`src/verilog/fhr_defines.svh`:
```
// Constants for the flash hardware reset and output disable block.
// Assumes a 200 MHz core clock; included by its bare name.
// What this block does
// - Reset low aborts work, floats outputs, clears configuration, ignores commands.
// - Reset returns the command state machine to array read.
// - Reset during program or erase holds ready_busy_n low, 1 to 7 us.
// - Reset with no program or erase running completes within 500 ns.
// - A bank idle at reset is readable 500 ns after reset asserts.
// - Output enable high keeps the data outputs in high impedance.
`ifndef FHR_DEFINES_SVH
`define FHR_DEFINES_SVH

`define FHR_CLK_PERIOD_PS  5000
`define FHR_T_IDLE_NS      500
`define FHR_T_BUSY_NS      7000
`define FHR_T_HOST_NS      11000
// Longest times, so round down
`define FHR_IDLE_CYC  ((`FHR_T_IDLE_NS * 1000) / `FHR_CLK_PERIOD_PS)
`define FHR_BUSY_CYC  ((`FHR_T_BUSY_NS * 1000) / `FHR_CLK_PERIOD_PS)
`define FHR_CNT_W     11
`define FHR_CFG_W     16
`define FHR_CFG_RST   16'h0000
`define FHR_DATA_W    32
`define FHR_BANKS     2

`endif

```
`src/verilog/fhr_pkg.sv`:
```
// Types for the flash hardware reset and output disable block.
// Assumes fhr_defines.svh is compiled alongside.
package fhr_pkg;
    // Reset sequencing states, one-hot
    typedef enum logic [2:0] {
        FHR_HELD    = 3'b001,
        FHR_RECOVER = 3'b010,
        FHR_READY   = 3'b100
    } fhr_state_t;
endpackage

```
`src/verilog/fhr_bank_timer.sv`:
```
// Per-bank recovery timer started when the reset pin falls.
// Assumes start_i is a one-cycle pulse synchronous to clock_i.
`timescale 1ns/1ps
`default_nettype none
module fhr_bank_timer #(
    parameter int                 CNT_W    = 11,
    parameter logic [CNT_W-1:0]   IDLE_CYC = 11'd100,
    parameter logic [CNT_W-1:0]   BUSY_CYC = 11'd1400
) (
    // Clock and reset
    input  wire logic  clock_i,
    input  wire logic  rst_i,
    // Control
    input  wire logic  start_i,
    input  wire logic  busy_i,
    // Status
    output logic       done_o,
    output logic       busy_recov_o
);
    logic [CNT_W-1:0] cnt_reg;
    logic             was_busy_reg;

    // Busy bank needs the long internal reset, idle bank the short one
    always_ff @(posedge clock_i or posedge rst_i) begin
        if (rst_i) begin
            cnt_reg      <= '0;
            was_busy_reg <= 1'b0;
        end else if (start_i) begin
            cnt_reg      <= busy_i ? BUSY_CYC : IDLE_CYC;
            was_busy_reg <= busy_i;
        end else if (cnt_reg != '0) begin
            cnt_reg      <= cnt_reg - 1'b1;
        end
    end

    assign done_o       = (cnt_reg == '0);
    assign busy_recov_o = was_busy_reg && (cnt_reg != '0);
endmodule // fhr_bank_timer
`default_nettype wire

```
`src/verilog/fhr_reset_ctrl.sv`:
```
// Hardware reset input and output disable control of the flash core.
// Assumes all inputs are synchronous to clock_i except reset_n_i, which
// acts at once; bank busy flags come from the embedded algorithm engine.
`timescale 1ns/1ps
`default_nettype none
`include "fhr_defines.svh"
module fhr_reset_ctrl #(
    parameter int NUM_BANKS = `FHR_BANKS,
    parameter int DATA_W    = `FHR_DATA_W,
    parameter int CFG_W     = `FHR_CFG_W
) (
    // Clock and system reset
    input  wire logic                 clock_i,
    input  wire logic                 rst_i,
    // Host pins
    input  wire logic                 reset_n_i,
    input  wire logic                 output_enable_n_i,
    input  wire logic                 chip_enable_n_i,
    // Host command side
    input  wire logic                 read_i,
    input  wire logic                 read_bank_i,
    input  wire logic                 cfg_write_i,
    input  wire logic [CFG_W-1:0]     cfg_data_i,
    input  wire logic                 mode_write_i,
    // Core side
    input  wire logic [NUM_BANKS-1:0] bank_busy_i,
    input  wire logic [DATA_W-1:0]    array_data_i,
    // Data pins
    output logic [DATA_W-1:0]         data_o,
    output logic                      data_oe_n_o,
    // Status and control to the core
    output logic                      ready_busy_n_o,
    output logic                      abort_o,
    output logic                      array_read_o,
    output logic                      cmd_accept_o,
    output logic [CFG_W-1:0]          cfg_o,
    output logic [NUM_BANKS-1:0]      bank_ready_o
);
    // Pin low resets at once, without a clock edge
    logic hw_rst;
    assign hw_rst = rst_i | ~reset_n_i;

    fhr_pkg::fhr_state_t   state_reg;
    fhr_pkg::fhr_state_t   state_next;
    logic                  pin_low_reg;
    logic                  start;
    logic [NUM_BANKS-1:0]  done;
    logic [NUM_BANKS-1:0]  busy_recov;
    logic                  read_ok;

    // Pin level seen by the clock; timers must run while the pin is low
    always_ff @(posedge clock_i or posedge rst_i) begin
        if (rst_i) begin
            pin_low_reg <= 1'b0;
        end else begin
            pin_low_reg <= ~reset_n_i;
        end
    end
    // Busy flags are sampled here, before the abort takes hold
    assign start = ~reset_n_i & ~pin_low_reg;

    // One recovery timer per bank
    genvar b;
    generate
        for (b = 0; b < NUM_BANKS; b++) begin : g_bank
            fhr_bank_timer #(
                .CNT_W    (`FHR_CNT_W),
                .IDLE_CYC (`FHR_CNT_W'(`FHR_IDLE_CYC)),
                .BUSY_CYC (`FHR_CNT_W'(`FHR_BUSY_CYC))
            ) u_timer (
                .clock_i      (clock_i),
                .rst_i        (rst_i),
                .start_i      (start),
                .busy_i       (bank_busy_i[b]),
                .done_o       (done[b]),
                .busy_recov_o (busy_recov[b])
            );
        end
    endgenerate

    // Sequencer: held by the pin, then recovering, then ready
    always_comb begin
        state_next = state_reg;
        case (state_reg)
            fhr_pkg::FHR_HELD:    state_next = fhr_pkg::FHR_RECOVER;
            fhr_pkg::FHR_RECOVER: if (&done) state_next = fhr_pkg::FHR_READY;
            fhr_pkg::FHR_READY:   state_next = fhr_pkg::FHR_READY;
            default:              state_next = fhr_pkg::FHR_HELD;
        endcase
    end

    always_ff @(posedge clock_i or posedge hw_rst) begin
        if (hw_rst) begin
            state_reg <= fhr_pkg::FHR_HELD;
        end else begin
            state_reg <= state_next;
        end
    end

    // Abort stands for the whole pulse; commands refused until ready
    always_ff @(posedge clock_i or posedge hw_rst) begin
        if (hw_rst) begin
            abort_o      <= 1'b1;
            cmd_accept_o <= 1'b0;
        end else begin
            abort_o      <= 1'b0;
            cmd_accept_o <= (state_next == fhr_pkg::FHR_READY);
        end
    end

    // Configuration register, cleared by the pin
    always_ff @(posedge clock_i or posedge hw_rst) begin
        if (hw_rst) begin
            cfg_o <= `FHR_CFG_RST;
        end else if (cfg_write_i && cmd_accept_o) begin
            cfg_o <= cfg_data_i;
        end
    end

    // Command machine mode: reset always lands in array read
    always_ff @(posedge clock_i or posedge hw_rst) begin
        if (hw_rst) begin
            array_read_o <= 1'b1;
        end else if (mode_write_i && cmd_accept_o) begin
            array_read_o <= 1'b0;
        end else if (read_i && cmd_accept_o) begin
            array_read_o <= 1'b1;
        end
    end

    // A bank idle at reset is readable once its short timer ends,
    // even while the other bank is still recovering
    always_ff @(posedge clock_i or posedge hw_rst) begin
        if (hw_rst) begin
            bank_ready_o <= '0;
        end else begin
            bank_ready_o <= done;
        end
    end

    // Busy flag stays low through internal reset of a busy bank
    always_ff @(posedge clock_i or posedge rst_i) begin
        if (rst_i) begin
            ready_busy_n_o <= 1'b1;
        end else begin
            ready_busy_n_o <= ~(|busy_recov | |bank_busy_i);
        end
    end

    // Outputs drive only with chip and output enable low and bank ready
    assign read_ok = ~chip_enable_n_i & ~output_enable_n_i
                   & bank_ready_o[read_bank_i];
    always_ff @(posedge clock_i or posedge hw_rst) begin
        if (hw_rst) begin
            data_oe_n_o <= 1'b1;
            data_o      <= '0;
        end else begin
            data_oe_n_o <= ~read_ok;
            if (read_ok) begin
                data_o <= array_data_i;
            end
        end
    end
endmodule // fhr_reset_ctrl
`default_nettype wire

```
`config.mk`:
```
export PLATFORM = sky130hd
export DESIGN_NAME = fhr_reset_ctrl
export DESIGN_NICKNAME = d
export VERILOG_FILES = /design/src/verilog/fhr_pkg.sv /design/src/verilog/fhr_bank_timer.sv /design/src/verilog/fhr_reset_ctrl.sv
export VERILOG_INCLUDE_DIRS = /design/src /design/src/verilog
export SDC_FILE = /design/constraint.sdc
export NUM_CORES = 1
export LEC_CHECK = 0
export BUFFER_PORTS_ARGS = -buffer_cell sky130_fd_sc_hd__buf_2
export CAP_MARGIN = 0
export CORE_ASPECT_RATIO = 0.6
export CORE_MARGIN = 1
export CORE_UTILIZATION = 50
export DETAILED_ROUTE_END_ITERATION = 10
export HOLD_SLACK_MARGIN = 0.02
export PLACE_DENSITY = 0.79
export SYNTH_ARGS = -nofsm -noshare
export SYNTH_HDL_FRONTEND = slang
export SYNTH_SLANG_ARGS = --single-unit
```
`constraint.sdc`:
```
create_clock -name clock_i -period 4.95 [get_ports clock_i]
set_input_delay 0.495 -clock clock_i [delete_from_list [all_inputs] [get_ports clock_i]]
set_output_delay 0.495 -clock clock_i [all_outputs]
set_load 0.005 [all_outputs]
```
==> implementation parameters <==
Parameter                              Value

Status
  Run status    completed

Critical path
  Start of the worst register-to-register path    g_bank[1].u_timer.cnt_reg[0]
  Category of the worst setup path capture point    flop
  List of cells traversed by the critical path    inv_1 > ha_1 > nor3b_1 > nand3_2 > or4b_4 > a21oi_1
  Required time at the endpoint of the critical path    5210 ps
  Kind of launch point of the worst setup path    flop
  Arr. time, crit path    2630 ps
  Launching element of the worst setup path    g_bank[1].u_timer.cnt_reg[0]
  Critical Path Max Stage Delay    590 ps
  Worst r2r dst    state_reg[2]
  Critical-path cell with the highest stage delay    or4b_4
  R2R depth    6
  Setup slack on the worst flop-to-flop path    2580 ps
  Type of the worst setup path    flop to flop
  Highest net fanout along the worst path    8

Routing
  Routed wire per std cell    around 15 um
  TritonRoute pass-1 iters    4
  DRC viols    0
  Detailed-route wire length    around 7200 um
  Count of vias placed by the detailed router    between 2000 and 2500
  Mean number of vias per cell    5.25
  Number of DRC violations after detailed-routing iteration 0    82
  Post-route antenna net violation count    0

STA
  Final Max Slew Viols    0
  Clock skew    3.20 ps
  Peak clock frequency supported by timing    0.422 GHz
  Final critical-path required period    2370 ps
  Crit path setup slack, layout    roughly 2600 ps
  Final setup violating endpoints    0
  Tightest hold margin    297 ps
  Period utilisation layout    0.479
  Sum of negative setup slack    0 ps
  RSZ-0062 raised after global routing    no
  Actual slew at the worst max-slew pin    1000 ps
  Number of failing hold endpoints at the final stage    0
  Relative slew slack    0.331

Floorplanning
  Area of the die    ~7200 um^2
  Number of placed I/O pins    114
  Number of rows in the core area    22
  Starting density of the core    0.540
  Overall die width    around 110 um
  Floorplan Core Area    between 6000 and 7000 um^2
  Die Y-Extent    66.2 um

Pwr
  Net switching power of the design    0.000405 W
  Power per standard cell area    376 nW/um^2
  Total power    0.00166 W
  Worst IR Drop VDD    0.314 mV
  Switching fraction of total power    0.244
  Internal power of the cells    0.00125 W
  Portion of total power attributed to the clock network    0.408
  Combinational share of power    0.113
  Lkg Pwr    roughly 2.4 nW
  Part of the total power dissipated in sequential elements    0.480

Synth
  Avg Inst Size Synth    approximately 13 um^2
  Predominant post-synthesis flop cell    dfrtp_1
  Cell type with the largest total area after synthesis    dfrtp_1
  Synth top area cells    dfrtp_1 57%, mux2_2 16%, dfstp_2 3.8%
  Part of the Yosys area used for sequential elements    0.607
  Number of distinct library cells after synthesis    41
  Number of enable flip-flop cells after synthesis    0
  Total number of yosys warnings    0
  Synthesized flop and latch total    83
  Async SR Flop Fraction    1.00
  Cells after synthesis    267
  Nets in the synthesized netlist    328
  Post-synthesis instance area    3430 um^2
  Share of the synthesized area in the top cell type    0.569

Layout
  Number of flip-flops under the largest register name    32
  Net count of the finished layout    446
  Fill cells    462
  Ratio of cells with drive above 1 in the final layout    0.495
  Synthesis-to-layout area growth    28.3%
  Diode insertion count for antenna repair    0
  Fraction of the core area covered by cells at the end of the flow    0.692

GRT
  Antenna violations before repair    0
  Vias in the first global route    between 2000 and 2500
  Total global-route track usage    0.221
  Pin count of the biggest net entering global routing    58
  First-pass GRT wire length    11600 um
  Remaining global-route overflow    0

Clock network
  Clock root cell    clkbuf_16
  Post-CTS Hold Fix Bufs    0
  Post-CTS setup buffer count    0
  CTS tree    yes
  Number of resized instances in the post-cts repair step    0
  Total clock buffers created by CTS    9
  CTS H-Tree Depth    3
  Total number of clock tree sinks    just over 80
  Clock transition at path regs    60 ps
  Clock latency on the worst-skew pair    approximately 330 ps
  Deepest clock path buffer count    2

Placement
  Final weighted congestion in routability-driven placement    a little over 0.8
  Port Buffers    113
  Pre-CTS WS    2610 ps
  Hpwl dp    5180 um

Worst hold path
  Hold path endpoint    array_read_o
  Tightest Hold Check Type    input pin to flop
  Min-Delay Path Depth    2
  Startpoint of the tightest hold check path    mode_write_i

Flow run
  Maxcap violations    0
-- area by class of cell --
type | count | area, um^2 | share of cell area
clock buffer | 15 | 278 | 0.0631
clock inverter | 1 | 30.0 | 0.00682
sequential | 83 | 2080 | 0.473
multi-input combinational | 166 | 1290 | 0.293
inverter | 10 | 37.5 | 0.00853
timing repair buffer | 115 | 581 | 0.132
tap | 84 | 105 | 0.0239
-- placed cells by master (no fill, tap or decap), drive strengths merged, types with 6 or more instances in the layout --
cell type / n
a21oi: 15
buf: 115
clkbuf: 15
dfrtp: 78
inv: 10
mux2: 48
nand2: 18
nor2: 13
o21ai: 12
xnor2: 6
-- per-layer routing --
layer / wire length (um) / global-route usage / vias to the layer above
met2: 3460 / 0.361 / 92
met3: 512 / 0.0611 / 10
li1: - / - / 1183
met1: 3060 / 0.271 / 1205
met5: 0 / 0 / -
met4: 121 / 0.108 / 0
-- power by group through the flow --
stage / clock (W) / sequential [W] / combinational (W)
after global placement: 0 / 0.000800 / 0.000179
final: 0.000676 / 0.000796 / 0.000186
after floorplan: 0 / 0.000789 / 0.000128
after global routing: 0.000720 / 0.000805 / 0.000214
after detailed placement: 0 / 0.000806 / 0.000185
after CTS: 0.000691 / 0.000795 / 0.000190
-- worst max-delay path: cells and delay by family, from the launching register on --
family	cells	cell delay, ps
simple gates	3	1450
flops	1	400
fa+ha+maj	1	230
compound gates	1	150
buf+inv	1	70
-- cells by family after synthesis --
| logic type | Yosys count | share of synthesized area |
|---|---|---|
| XOR/XNOR | 8 | 0.0204 |
| buffers and inverters | 18 | 0.0197 |
| AO/OA/AOI/OAI | 39 | 0.0649 |
| adder cells (fa/ha/maj) | 2 | 0.00729 |
| AND/OR/NAND/NOR | 65 | 0.113 |
| flip-flops | 83 | 0.607 |
| other | 1 | 0.00109 |
| multiplexers | 51 | 0.166 |
-- cell usage after synthesis (2+ instances only) --
cell type	count
nand3_1	3
nor2_1	13
mux2i_1	3
or4_1	3
a211oi_1	3
nor3_1	5
nor3b_1	2
nor2b_1	2
ha_1	2
nand2_1	18
dfstp_2	5
o21ai_0	12
a21oi_1	15
xnor2_1	6
nor4_1	2
clkbuf_1	8
or2_2	2
inv_1	10
o22ai_1	2
xor2_1	2
or3_1	3
or4b_4	2
dfrtp_1	78
mux2_2	48
a31oi_1	2
-- worst max path at each step --
stage | end | cells after the start | slack [ps]
2_1_floorplan | bank_ready_o[0] | 2 | 1180
3_3_place_gp | cmd_accept_o | 6 | 2780
3_5_place_dp | state_reg[2] | 6 | 2610
4_1_cts | state_reg[2] | 6 | 2590
5_1_grt | state_reg[2] | 6 | 2440
6_report | state_reg[2] | 6 | 2580
-- through the flow --
stage / area [um^2] / std cells
global route: 4400 / 474
floorplan: 3430 / 267
finish: 4400 / 474
CTS: 4400 / 474
global placement: 4100 / 458
detailed placement: 4100 / 458
Note: power is estimated with default switching activity, not from simulation.
